## src/core/adc_amp_pkg.sv

```systemverilog
// ----------------------------------------------------------------------------
// Shared constants for the converter control block
// ----------------------------------------------------------------------------
package adc_amp_pkg;

   // ----------------------------------------------------------------------------
   // Clock and timing
   // ----------------------------------------------------------------------------
   localparam int unsigned CLK_PERIOD_NS = 10;      // pclk at 100 MHz
   localparam int unsigned CONV_TIME_NS = 20000;    // Typical conversion, 20 us
   localparam int unsigned RESULT_BITS = 10;        // Converter resolution
   // Whole conversion in clock cycles
   localparam int unsigned CONV_CYC = CONV_TIME_NS / CLK_PERIOD_NS;
   // Sample phase plus one phase per result bit share the conversion time
   localparam int unsigned STEP_CYC = CONV_CYC / (RESULT_BITS + 1);
   localparam logic [11:0] STEP_LAST = 12'(STEP_CYC - 1);
   localparam logic [3:0] MSB_POS = 4'(RESULT_BITS - 1);

   // ----------------------------------------------------------------------------
   // Channels
   // ----------------------------------------------------------------------------
   localparam int unsigned NUM_CH = 6;              // Shared analog pins 0..5
   localparam logic [2:0] AMP_CH = 3'h3;            // Channel with the amplifier

   // ----------------------------------------------------------------------------
   // Register indices (byte address is four times the index)
   // ----------------------------------------------------------------------------
   localparam logic [9:0] CTRL_IDX = 10'h010;       // converter_control_reg
   localparam logic [9:0] PINCFG_IDX = 10'h011;     // analog_pin_config_reg
   localparam logic [9:0] RES_HI_IDX = 10'h012;     // result_high_reg
   localparam logic [9:0] RES_LO_IDX = 10'h013;     // result_low_reg
   localparam logic [9:0] IRQ_STAT_IDX = 10'h014;   // Sticky event status
   localparam logic [9:0] IRQ_MASK_IDX = 10'h015;   // Interrupt mask
   localparam logic [9:0] PORT_OUT_IDX = 10'h016;   // Port output data / pin read
   localparam logic [9:0] PORT_DIR_IDX = 10'h017;   // Port drive enables
   localparam logic [9:0] AMP_CFG_IDX = 10'h0f7;    // channel3_amplifier_config

   // ----------------------------------------------------------------------------
   // Field positions
   // ----------------------------------------------------------------------------
   localparam int unsigned CTRL_CH_LSB = 0;         // Channel select, 3 bits
   localparam int unsigned CTRL_START_BIT = 3;      // conversion_start_busy
   localparam int unsigned CTRL_EOC_BIT = 4;        // end_of_conversion_flag
   localparam int unsigned AMP_GAIN_LSB = 0;        // Gain code, 2 bits
   localparam int unsigned AMP_EN_BIT = 2;          // ch3_amp_enable
   localparam int unsigned EOC_EVT_BIT = 0;         // Status and mask position

   // ----------------------------------------------------------------------------
   // Reset values
   // ----------------------------------------------------------------------------
   localparam logic [2:0] CH_RST = 3'h0;
   localparam logic [5:0] PIN6_RST = 6'h00;
   localparam logic [1:0] GAIN_RST = 2'h0;
   localparam logic AMP_EN_RST = 1'b0;
   localparam logic [9:0] RESULT_RST = 10'h000;
   localparam logic [31:0] WORD_RST = 32'h0000_0000;

   // ----------------------------------------------------------------------------
   // Types
   // ----------------------------------------------------------------------------
   typedef enum logic [1:0]
   {
      GAIN_X5 = 2'h0,
      GAIN_X10 = 2'h1,
      GAIN_X15 = 2'h2,
      GAIN_X20 = 2'h3
   } gain_t;

   typedef enum logic [1:0]
   {
      SAR_IDLE,
      SAR_SAMPLE,
      SAR_BITS
   } sar_state_t;

endpackage : adc_amp_pkg

```

## src/core/adc_channel_amp_control.sv

```systemverilog
`timescale 1ns/10ps
module adc_channel_amp_control
   import adc_amp_pkg::*;
(
   // Clock and reset
   input wire logic pclk,
   input wire logic presetn,
   // APB slave
   input wire logic psel,
   input wire logic penable,
   input wire logic pwrite,
   input wire logic [11:0] paddr,
   input wire logic [31:0] pwdata,
   output logic [31:0] prdata,
   output logic pready,
   output logic pslverr,
   // Interrupt
   output logic irq,
   // Shared analog pins, general-purpose side
   input wire logic [5:0] ain_in,
   output logic [5:0] ain_out,
   output logic [5:0] ain_oe,
   // Analog front end
   output logic [5:0] converter_input_sel,
   output logic amp_path_sel,
   output logic ch3_amp_enable,
   output logic ch3_gain_sel_hi,
   output logic ch3_gain_sel_lo,
   output logic sample_hold,
   output logic [9:0] dac_trial,
   input wire logic cmp_hi_async
);

   // ----------------------------------------------------------------------------
   // Helpers
   // ----------------------------------------------------------------------------

   // One-hot pin decode of a channel code; codes 6 and 7 select nothing
   function automatic logic [5:0] ch_onehot(input logic [2:0] code);
      logic [5:0] hot;
      hot = 6'h00;
      if (code < 3'h6)
      begin
         hot = 6'h01 << code;
      end
      return hot;
   endfunction : ch_onehot

   // Register index from an APB byte address
   function automatic logic [9:0] reg_idx(input logic [11:0] addr);
      return addr[11:2];
   endfunction : reg_idx

   // ----------------------------------------------------------------------------
   // State
   // ----------------------------------------------------------------------------
   typedef struct packed
   {
      logic [2:0] chan_sel;      // Channel select field
      logic [5:0] pin_cfg;       // Pins reserved for analog use
      logic [5:0] port_out;      // Port output data
      logic [5:0] port_dir;      // Port drive enables
      logic amp_en;              // Amplifier on
      logic [1:0] amp_gain;      // Gain code
      logic eoc;                 // Sticky end-of-conversion event
      logic eoc_mask;            // converter_irq_enable
      logic [5:0] pin_meta;      // Pin synchroniser, first stage
      logic [5:0] pin_sync;      // Pin synchroniser, second stage
      logic cmp_meta;            // Comparator synchroniser, first stage
      logic cmp_sync;            // Comparator synchroniser, second stage
      logic [31:0] rdata;        // Read data, captured in the setup phase
   } ctl_t;

   ctl_t cur_ff;
   ctl_t nxt_cur;

   logic conv_busy;              // Conversion running
   logic conv_done;              // One-cycle pulse, result ready
   logic [9:0] conv_result;      // Last result
   logic conv_start;             // One-cycle launch pulse
   logic wr_en;                  // APB write takes effect this edge
   logic rd_setup;               // APB read setup phase
   logic hit;                    // Address is mapped
   logic [9:0] idx;              // Register index
   logic [5:0] route;            // Pin routed to the converter

   // ----------------------------------------------------------------------------
   // Converter sequencer
   // ----------------------------------------------------------------------------
   adc_sar_seq u_seq
   (
      .pclk(pclk),
      .presetn(presetn),
      .start(conv_start),
      .cmp_hi(cur_ff.cmp_sync),
      .busy(conv_busy),
      .done(conv_done),
      .sample_hold(sample_hold),
      .trial(dac_trial),
      .result(conv_result)
   );

   // ----------------------------------------------------------------------------
   // Bus decode
   // ----------------------------------------------------------------------------

   // Slave never stalls; reads come from the setup-phase capture
   assign idx = reg_idx(paddr);
   assign wr_en = psel && penable && pwrite;
   assign rd_setup = psel && !penable && !pwrite;
   assign pready = 1'b1;

   // Mapped address check
   always_comb
   begin
      if (idx == CTRL_IDX || idx == PINCFG_IDX || idx == RES_HI_IDX)
      begin
         hit = 1'b1;
      end
      else if (idx == RES_LO_IDX || idx == IRQ_STAT_IDX || idx == IRQ_MASK_IDX)
      begin
         hit = 1'b1;
      end
      else if (idx == PORT_OUT_IDX || idx == PORT_DIR_IDX || idx == AMP_CFG_IDX)
      begin
         hit = 1'b1;
      end
      else
      begin
         hit = 1'b0;
      end
   end

   // Unmapped addresses answer with an error in the access phase
   assign pslverr = psel && penable && !hit;

   // Launch only when idle: a write during a conversion has no effect
   assign conv_start = wr_en && (idx == CTRL_IDX) && pwdata[CTRL_START_BIT]
                       && !conv_busy;

   // ----------------------------------------------------------------------------
   // Next state
   // ----------------------------------------------------------------------------
   always_comb
   begin
      logic [5:0] locked;
      locked = ch_onehot(cur_ff.chan_sel) | cur_ff.pin_cfg;
      nxt_cur = cur_ff;

      // Two-flop synchronisers for pins and comparator
      nxt_cur.pin_meta = ain_in;
      nxt_cur.pin_sync = cur_ff.pin_meta;
      nxt_cur.cmp_meta = cmp_hi_async;
      nxt_cur.cmp_sync = cur_ff.cmp_meta;

      // Completion event; a set in the clearing cycle wins
      nxt_cur.eoc = cur_ff.eoc | conv_done;

      // Register writes
      if (wr_en)
      begin
         if (idx == CTRL_IDX)
         begin
            // Channel frozen while converting so the mux never moves mid-sample
            if (!conv_busy)
            begin
               nxt_cur.chan_sel = pwdata[CTRL_CH_LSB +: 3];
            end
         end
         else if (idx == PINCFG_IDX)
         begin
            nxt_cur.pin_cfg = pwdata[5:0];
         end
         else if (idx == IRQ_STAT_IDX)
         begin
            // Write one to clear, unless completion lands this same cycle
            nxt_cur.eoc = (cur_ff.eoc & ~pwdata[EOC_EVT_BIT]) | conv_done;
         end
         else if (idx == IRQ_MASK_IDX)
         begin
            nxt_cur.eoc_mask = pwdata[EOC_EVT_BIT];
         end
         else if (idx == PORT_OUT_IDX)
         begin
            // Bits of analog pins keep their value
            nxt_cur.port_out = (cur_ff.port_out & locked) | (pwdata[5:0] & ~locked);
         end
         else if (idx == PORT_DIR_IDX)
         begin
            nxt_cur.port_dir = (cur_ff.port_dir & locked) | (pwdata[5:0] & ~locked);
         end
         else if (idx == AMP_CFG_IDX)
         begin
            // Only the low three bits exist; the rest are dropped
            nxt_cur.amp_en = pwdata[AMP_EN_BIT];
            nxt_cur.amp_gain = pwdata[AMP_GAIN_LSB +: 2];
         end
      end

      // Read capture in the setup phase; unmapped reads return zero
      if (rd_setup)
      begin
         nxt_cur.rdata = WORD_RST;
         if (idx == CTRL_IDX)
         begin
            nxt_cur.rdata[CTRL_CH_LSB +: 3] = cur_ff.chan_sel;
            nxt_cur.rdata[CTRL_START_BIT] = conv_busy;
            nxt_cur.rdata[CTRL_EOC_BIT] = cur_ff.eoc;
         end
         else if (idx == PINCFG_IDX)
         begin
            nxt_cur.rdata[5:0] = cur_ff.pin_cfg;
         end
         else if (idx == RES_HI_IDX)
         begin
            nxt_cur.rdata[7:0] = conv_result[9:2];
         end
         else if (idx == RES_LO_IDX)
         begin
            nxt_cur.rdata[1:0] = conv_result[1:0];
         end
         else if (idx == IRQ_STAT_IDX)
         begin
            nxt_cur.rdata[EOC_EVT_BIT] = cur_ff.eoc;
         end
         else if (idx == IRQ_MASK_IDX)
         begin
            nxt_cur.rdata[EOC_EVT_BIT] = cur_ff.eoc_mask;
         end
         else if (idx == PORT_OUT_IDX)
         begin
            nxt_cur.rdata[5:0] = cur_ff.pin_sync; // Pin levels, synchronised
         end
         else if (idx == PORT_DIR_IDX)
         begin
            nxt_cur.rdata[5:0] = cur_ff.port_dir;
         end
         else if (idx == AMP_CFG_IDX)
         begin
            nxt_cur.rdata[AMP_EN_BIT] = cur_ff.amp_en;
            nxt_cur.rdata[AMP_GAIN_LSB +: 2] = cur_ff.amp_gain;
         end
      end
   end

   // ----------------------------------------------------------------------------
   // State register
   // ----------------------------------------------------------------------------
   always_ff @(posedge pclk or negedge presetn)
   begin
      if (!presetn)
      begin
         // Amplifier starts in standby at the lowest gain
         cur_ff <= '{chan_sel: CH_RST, pin_cfg: PIN6_RST, port_out: PIN6_RST,
                     port_dir: PIN6_RST, amp_en: AMP_EN_RST, amp_gain: GAIN_RST,
                     eoc: 1'b0, eoc_mask: 1'b0, pin_meta: PIN6_RST,
                     pin_sync: PIN6_RST, cmp_meta: 1'b0, cmp_sync: 1'b0,
                     rdata: WORD_RST};
      end
      else
      begin
         cur_ff <= nxt_cur;
      end
   end

   // ----------------------------------------------------------------------------
   // Outputs
   // ----------------------------------------------------------------------------

   // Routed pin follows the select field
   assign route = ch_onehot(cur_ff.chan_sel);
   assign converter_input_sel = route;

   // Other pins keep port function; analog pins never drive
   assign ain_out = cur_ff.port_out;
   assign ain_oe = cur_ff.port_dir & ~cur_ff.pin_cfg & ~route;

   // Channel 3 through the rectifier and amplifier when enabled
   assign amp_path_sel = route[AMP_CH] & cur_ff.amp_en;

   // Amplifier controls straight from the register, one cycle after write
   assign ch3_amp_enable = cur_ff.amp_en;
   assign ch3_gain_sel_hi = cur_ff.amp_gain[1];
   assign ch3_gain_sel_lo = cur_ff.amp_gain[0];

   // Settling waits after gain or channel changes are software's job;
   // no hardware interlock delays a launch

   // Level interrupt while the unmasked event is pending
   assign irq = cur_ff.eoc & cur_ff.eoc_mask;
   assign prdata = cur_ff.rdata;

endmodule : adc_channel_amp_control

```

## src/core/adc_sar_seq.sv

```systemverilog
`timescale 1ns/10ps
// ----------------------------------------------------------------------------
// Successive approximation sequencer for the 10-bit converter
// ----------------------------------------------------------------------------
module adc_sar_seq
   import adc_amp_pkg::*;
(
   // Clock and reset
   input wire logic pclk,
   input wire logic presetn,
   // Control
   input wire logic start,
   input wire logic cmp_hi,
   // Status and data
   output logic busy,
   output logic done,
   output logic sample_hold,
   output logic [9:0] trial,
   output logic [9:0] result
);

   // Whole sequencer state
   typedef struct packed
   {
      sar_state_t state;
      logic [11:0] cnt;
      logic [3:0] bitpos;
      logic [9:0] sar;
      logic [9:0] result;
      logic done;
   } seq_t;

   seq_t cur_ff;
   seq_t nxt_cur;

   // ----------------------------------------------------------------------------
   // Next state
   // ----------------------------------------------------------------------------
   always_comb
   begin
      logic [9:0] kept;
      kept = '0;
      nxt_cur = cur_ff;
      nxt_cur.done = 1'b0;
      case (cur_ff.state)
         SAR_IDLE:
         begin
            // Sampling starts at once, no setup clocks
            if (start)
            begin
               nxt_cur.state = SAR_SAMPLE;
               nxt_cur.cnt = 12'h000;
            end
         end
         SAR_SAMPLE:
         begin
            nxt_cur.cnt = cur_ff.cnt + 12'h001;
            if (cur_ff.cnt == STEP_LAST)
            begin
               nxt_cur.state = SAR_BITS;
               nxt_cur.cnt = 12'h000;
               nxt_cur.bitpos = MSB_POS;
               nxt_cur.sar = 10'h200;
            end
         end
         SAR_BITS:
         begin
            nxt_cur.cnt = cur_ff.cnt + 12'h001;
            if (cur_ff.cnt == STEP_LAST)
            begin
               // Drop the trial bit when the input is below the trial level
               kept = cmp_hi ? cur_ff.sar : (cur_ff.sar & ~(10'h001 << cur_ff.bitpos));
               nxt_cur.cnt = 12'h000;
               if (cur_ff.bitpos == 4'h0)
               begin
                  // Ten-bit result complete after about 20 us
                  nxt_cur.result = kept;
                  nxt_cur.sar = kept;
                  nxt_cur.done = 1'b1;
                  nxt_cur.state = SAR_IDLE;
               end
               else
               begin
                  nxt_cur.bitpos = cur_ff.bitpos - 4'h1;
                  nxt_cur.sar = kept | (10'h001 << (cur_ff.bitpos - 4'h1));
               end
            end
         end
         default:
         begin
            nxt_cur.state = SAR_IDLE;
         end
      endcase
   end

   // ----------------------------------------------------------------------------
   // State register
   // ----------------------------------------------------------------------------
   always_ff @(posedge pclk or negedge presetn)
   begin
      if (!presetn)
      begin
         cur_ff <= '{state: SAR_IDLE, cnt: 12'h000, bitpos: 4'h0, sar: RESULT_RST,
                     result: RESULT_RST, done: 1'b0};
      end
      else
      begin
         cur_ff <= nxt_cur;
      end
   end

   // Outputs
   assign busy = (cur_ff.state != SAR_IDLE);
   assign done = cur_ff.done;
   assign sample_hold = (cur_ff.state == SAR_SAMPLE);
   assign trial = cur_ff.sar;
   assign result = cur_ff.result;

endmodule : adc_sar_seq

```

## config.mk

```make
export PLATFORM = sky130hd
export DESIGN_NAME = adc_channel_amp_control
export DESIGN_NICKNAME = d
export VERILOG_FILES = /design/src/core/adc_amp_pkg.sv /design/src/core/adc_channel_amp_control.sv /design/src/core/adc_sar_seq.sv
export SDC_FILE = /design/constraint.sdc
export NUM_CORES = 1
export LEC_CHECK = 0
export ABC_AREA = 1
export BUFFER_PORTS_ARGS = -buffer_cell sky130_fd_sc_hd__buf_2
export CORE_ASPECT_RATIO = 1.25
export CORE_UTILIZATION = 56
export CTS_BUF_LIST = sky130_fd_sc_hd__clkbuf_4
export CTS_CLUSTER_DIAMETER = 80
export DETAILED_ROUTE_END_ITERATION = 8
export HOLD_SLACK_MARGIN = 0.15
export PLACE_DENSITY = 0.82
export SKIP_LAST_GASP = 1
export SLEW_MARGIN = 20
export SYNTH_ARGS = -nofsm -noshare
export SYNTH_HDL_FRONTEND = slang
export SYNTH_HIERARCHICAL = 1
export SYNTH_SLANG_ARGS = --single-unit
```

## constraint.sdc

```tcl
create_clock -name pclk -period 2.3 [get_ports pclk]
set_input_delay 0.115 -clock pclk [delete_from_list [all_inputs] [get_ports pclk]]
set_output_delay 0.115 -clock pclk [all_outputs]
set_load 0.05 [all_outputs]
```

### After elaboration in Yosys (flattened, before gate mapping)

Cells that the tools add are included.

| word-level totals | value |
|---|---|
| register bits | 87 |
| input bits | 56 |
| output and inout port bits | 68 |
| logic and storage cells | 141 |

| cells by class | value |
|---|---|
| add/sub/neg operators | 2 |
| magnitude comparators | 1 |
| eq/ne operators | 17 |
| shift operators | 3 |
| mux-type cells | 38 |
| bitwise operators | 27 |
| reductions and logical operators | 34 |

Operators with widths:

| cell | count |
|---|---|
| 10-bit by 5-bit == test with 1-bit output (second input constant) | 8 |
| 39-bit 2-to-1 mux | 1 |
| 12-bit one-hot mux with 3 select lines | 1 |
| 6-bit bitwise AND | 5 |
| 28-bit 2-to-1 mux | 1 |
| 14-bit one-hot mux with 2 select lines | 1 |
| 6-bit 2-to-1 mux | 4 |
| 10-bit 2-to-1 mux | 2 |
| 1-bit by 4-bit left shift with 10-bit output (first input constant) | 2 |
| 6-bit inverter | 3 |
| 6-bit bitwise OR | 3 |
| 5-bit 2-to-1 mux | 3 |
| 14-bit 2-to-1 mux | 1 |
| 2-bit 2-to-1 mux | 7 |
| 12-bit by 1-bit adder with 12-bit output (second input constant) | 1 |
| 12-bit by 8-bit == test with 1-bit output (second input constant) | 1 |
| 3-bit 2-to-1 mux | 4 |
| 3-bit AND reduction | 4 |
| 11-bit 2-to-1 mux | 1 |
| 10-bit bitwise AND | 1 |
| 10-bit by 8-bit == test with 1-bit output (second input constant) | 1 |
| 10-bit inverter | 1 |
| 10-bit bitwise OR | 1 |
| 1-bit 2-to-1 mux | 9 |
| other kinds (25) | 56 |

### Longest topological paths before layout

| logic depth | value |
|---|---|
| depth after elaboration | 10 |
| depth in mapped cells | 15 |
| mapped depth without buffers | 15 |

### Modules after synthesis

The synthesis kept the hierarchy.

By module, submodules not included:

| module | instances | cells an instance | area an instance (µm²) | seq. area each (µm²) |
|---|---|---|---|---|
| adc_channel_amp_control | 1 | 350 | 2881.5 | 1201.2 |
| adc_sar_seq | 1 | 355 | 2551.2 | 975.9 |

### Least setup slack after synthesis

No wires, ideal clock.

| timing | value |
|---|---|
| path type | register to output |
| start | register cur_ff[70] (netlist bit) |
| end | output ain_oe[4] |
| data arrival time | 2.216 ns |
| required time | 2.185 ns |
| setup slack | -0.031 ns |
| cell stages (with the launch flop) | 3 |
| buffers on the path | 0 |
| cells stage by stage | dfrtp_1 nor3_1 nor3_1 |

| on the way | value |
|---|---|
| cells in the longest elaborated chain, start to end | 4 |
| elaborated cells on any way between the ends | 5 |
| those cells by class | 1 x order compare; 1 x shift; 1 x mux; 2 x bitwise |

RTL lines:

| item | line | source |
|---|---|---|
| start: declaration | adc_channel_amp_control.sv:74 | `ctl_t cur_ff;` |
| start signal: assignment | adc_channel_amp_control.sv:254 | `cur_ff <= '{chan_sel: CH_RST, pin_cfg: PIN6_RST, port_out: PIN6_RST,` |
| start signal: assignment | adc_channel_amp_control.sv:262 | `cur_ff <= nxt_cur;` |
| 3-bit less-than comparator / 1-bit by 3-bit left shift with 6-bit output (equally long branches) | adc_channel_amp_control.sv:42, adc_channel_amp_control.sv:44 |  |
| 6-bit 2-to-1 mux * | adc_channel_amp_control.sv:42 | `if (code < 3'h6)` |
| net converter_input_sel[4] | adc_channel_amp_control.sv:24 | `output logic [5:0] converter_input_sel,` |
| 6-bit inverter * | adc_channel_amp_control.sv:276 | `assign ain_oe = cur_ff.port_dir & ~cur_ff.pin_cfg & ~route;` |
| 6-bit bitwise AND * | adc_channel_amp_control.sv:276 |  |
| end: declaration | adc_channel_amp_control.sv:22 | `output logic [5:0] ain_oe,` |

Mark *: on every way through the listed nets, which the timed path passes. The rest lies on a longest branch.

### Worst setup path after layout

| timing | value |
|---|---|
| start | input paddr[2] |
| end | output pslverr |

| on the way | value |
|---|---|
| cells in the longest elaborated chain, start to end | 8 |
| elaborated cells on any way between the ends | 20 |
| those cells by class | 9 x eq/ne; 3 x mux; 8 x reduce/logical |

RTL lines:

| item | line | source |
|---|---|---|
| start: declaration | adc_channel_amp_control.sv:12 | `input wire logic [11:0] paddr,` |
| 10-bit by 5-bit == test with 1-bit output | adc_channel_amp_control.sv:124 | `else if (idx == PORT_OUT_IDX \|\| idx == PORT_DIR_IDX \|\| idx == AMP_CFG_IDX)` |
| 1-bit logical OR (2 in a row) | adc_channel_amp_control.sv:124 |  |
| 1-bit 2-to-1 mux | adc_channel_amp_control.sv:124 |  |
| 1-bit 2-to-1 mux | adc_channel_amp_control.sv:120 | `else if (idx == RES_LO_IDX \|\| idx == IRQ_STAT_IDX \|\| idx == IRQ_MASK_IDX)` |
| 1-bit 2-to-1 mux * | adc_channel_amp_control.sv:116 | `if (idx == CTRL_IDX \|\| idx == PINCFG_IDX \|\| idx == RES_HI_IDX)` |
| 1-bit logical NOT * | adc_channel_amp_control.sv:135 | `assign pslverr = psel && penable && !hit;` |
| 1-bit logical AND * | adc_channel_amp_control.sv:135 |  |
| end: declaration | adc_channel_amp_control.sv:16 | `output logic pslverr,` |

Every way passes the cells marked *; elsewhere a longest branch is shown, timed or not.

==> metrics <==
status=finished clean; Placed Area=about 0.0056 sq mm; EDFF count, synth=0; post-route ant nets=0; clock sinks=87; Detailed Route Iter0 Violations=roughly 230; DR vias=about 4600; Worst-path clk slew=140 ps; Layout Skew=between 15 and 20 ps; Final Cycle Share=around 95%; Num CTS Buffers=9; register area=0.002177 sq mm; Hold Crit Class=in2reg; vias per inst=between 5 and 6; total wire length=between 10000 and 15000 um; top cell type by total area after synthesis=dfrtp_1; DIE WIDTH=between 90 and 100 um; drt wl/cell=between 10 and 15 um; Max Clock Freq=~460 MHz; share of layout cells above drive strength 1=21.42%; post-route insts no fill=roughly 900; final setup TNS=0 ps; Area Overhead vs Synth=9.005%; Clock Latency Late Sink=440 ps; minimum clock period=approximately 2200 ps; first drt pass iteration count=5; Placement Setup Slack=161.2 ps; count of pins over their slew limit=0; GP Congestion=0.9062; Syn Inst Count=roughly 700; PD cells=slightly above 500 mW/mm^2; first-pass GRT wire length=a little over 20000 um; maxcap violations=0; area share of the largest cell type after synthesis=40.07%; design area=0.005922 sq mm; initial antenna violation count=0; synth top area cells=dfrtp_1, nand2_1, buf_4; crit path DAT=approximately 2100 ps; die height=about 110 um; multi-input logic area=about 0.0025 sq mm; most frequent cells in the layout=nand2_1, dfrtp_1, inv_1; Worst Path Required=~2200 ps; port bufs=70; Max IR drop VDD=285.6 uV; I/O pin cnt=around 120; mapped cell area=between 0.005 and 0.006 sq mm; Main synth FF type=dfrtp_1; largest net degree at the start of global routing=between 80 and 90; All-Layer GR Usage=between 20% and 30%; Mapped Avg Cell Area=around 7.7 sq um; GRT overflow=0; full die area=around 0.010 sq mm; synth unique cells=between 40 and 50; # rows=39; Antenna diodes=0; LEAKAGE=about 3.2 nW; Final Hold Viols=0; H-tree depth=3; commonest non-fill, non-tap cell in the layout=nand2_1; Root Buffer=clkbuf_4; sequential area share after synthesis=40.07%; fillcell total=800; CP Class=in2out; crit start category=primary input; vias in the first global route=between 4000 and 5000; Longest Clk Path Bufs=2; crit end category=primary output; CTS tree=built; RSZ-0062 raised after global routing=true; # DRC=0; final setup fails=0; DP Cell Count=between 800 and 900; final net count=~840; Synthesis Warnings=6; post-synthesis register bit count=between 80 and 90; Power, Total=roughly 3.0 mW; fin worst setup slack=between 100 and 150 ps; core area=approximately 0.009 sq mm; hpwl dp=about 8900 um; Async SR Flop Fraction=100.0%; worst-path fanout max=10; Initial Util=between 50% and 60%
[power breakdown]
part,total (mW),internal [mW],switching (mW)
Sequential,1.59,1.56,0.0297
Combinational,0.620,0.158,0.461
Clock,0.767,0.220,0.547
Total,2.98,1.94,1.04
[Yosys cell counts (all sizes together), types with 5 or more instances]
master  count
o21ai      30
nand3      26
ha         11
nor3       24
inv        95
nand2     221
dfrtp      87
a31oi       5
buf        68
o21bai      5
nand4      21
nor2       75
a21oi       9
[cells by family after synthesis]
kind of cell	share of synthesized area (%)
AO/OA/AOI/OAI	6.932
buffers and inverters	15.94
AND/OR/NAND/NOR	33.26
adder cells (fa/ha/maj)	2.533
XOR/XNOR	0.9445
other	0.1382
flip-flops	40.07
multiplexers	0.1843
[through the flow]
step / util [%] / hold WS, ps
2_1_floorplan: - / -180.6
3_3_place_gp: 60.20 / 186.3
3_5_place_dp: 60.20 / 187.2
4_1_cts: 63.71 / 173.5
5_1_grt: 63.87 / 206.3
6_report: 63.87 / 218.2
[what timing repair did]
item / in CTS / in global routing
endpoints found under the hold margin: 122 / 0
setup endpoints to repair: 0 / 13
gates resized for setup: 0 / 4
setup buffers: 0 / 1
hold buffers: 21 / 0
[per-layer routing]
layer / up-vias / part of all wire [%] / GRT usage, %
li1: 2257 / - / -
met1: 2158 / 40 / 29.23
met2: 167 / 52 / 44.73
met3: 21 / 4.8 / 3.862
met4: 0 / 2.2 / 11.29
met5: - / 0 / 0
[critical path, cell delays in order]
cell,delay (ps)
dlygate4sd3_1,540
buf_2,160
buf_4,200
inv_2,150
nor2_1,70
nand4_1,80
nor2_1,70
nor2_1,90
nand4_1,80
nor3_1,200
buf_2,310
[final timing paths]
kind / endpoint / from / slack [ps] / depth (start not counted)
max: pslverr / paddr[2] / 120 / 11
min reg2reg: cur_ff[38] / cur_ff[44] / 360 / 0
max in group asynchronous: u_seq/trial[8] / presetn / 1680 / 3
max reg2reg: u_seq/cur_ff[33] / u_seq/cur_ff[37] / 230 / 14
min: prdata[7] / paddr[10] / 220 / 6
min in group asynchronous: asynchronous set/reset pin / presetn / 250 / 3
[area by class of cell]
class	count	area share, %
multi-input combinational	478	41.94
tap	123	2.599
timing repair buffer	99	10.73
inverter	95	6.022
clock buffer	9	1.141
sequential	87	36.76
clock inverter	7	0.8029
No activity file was read; power rests on OpenSTA's default activity.
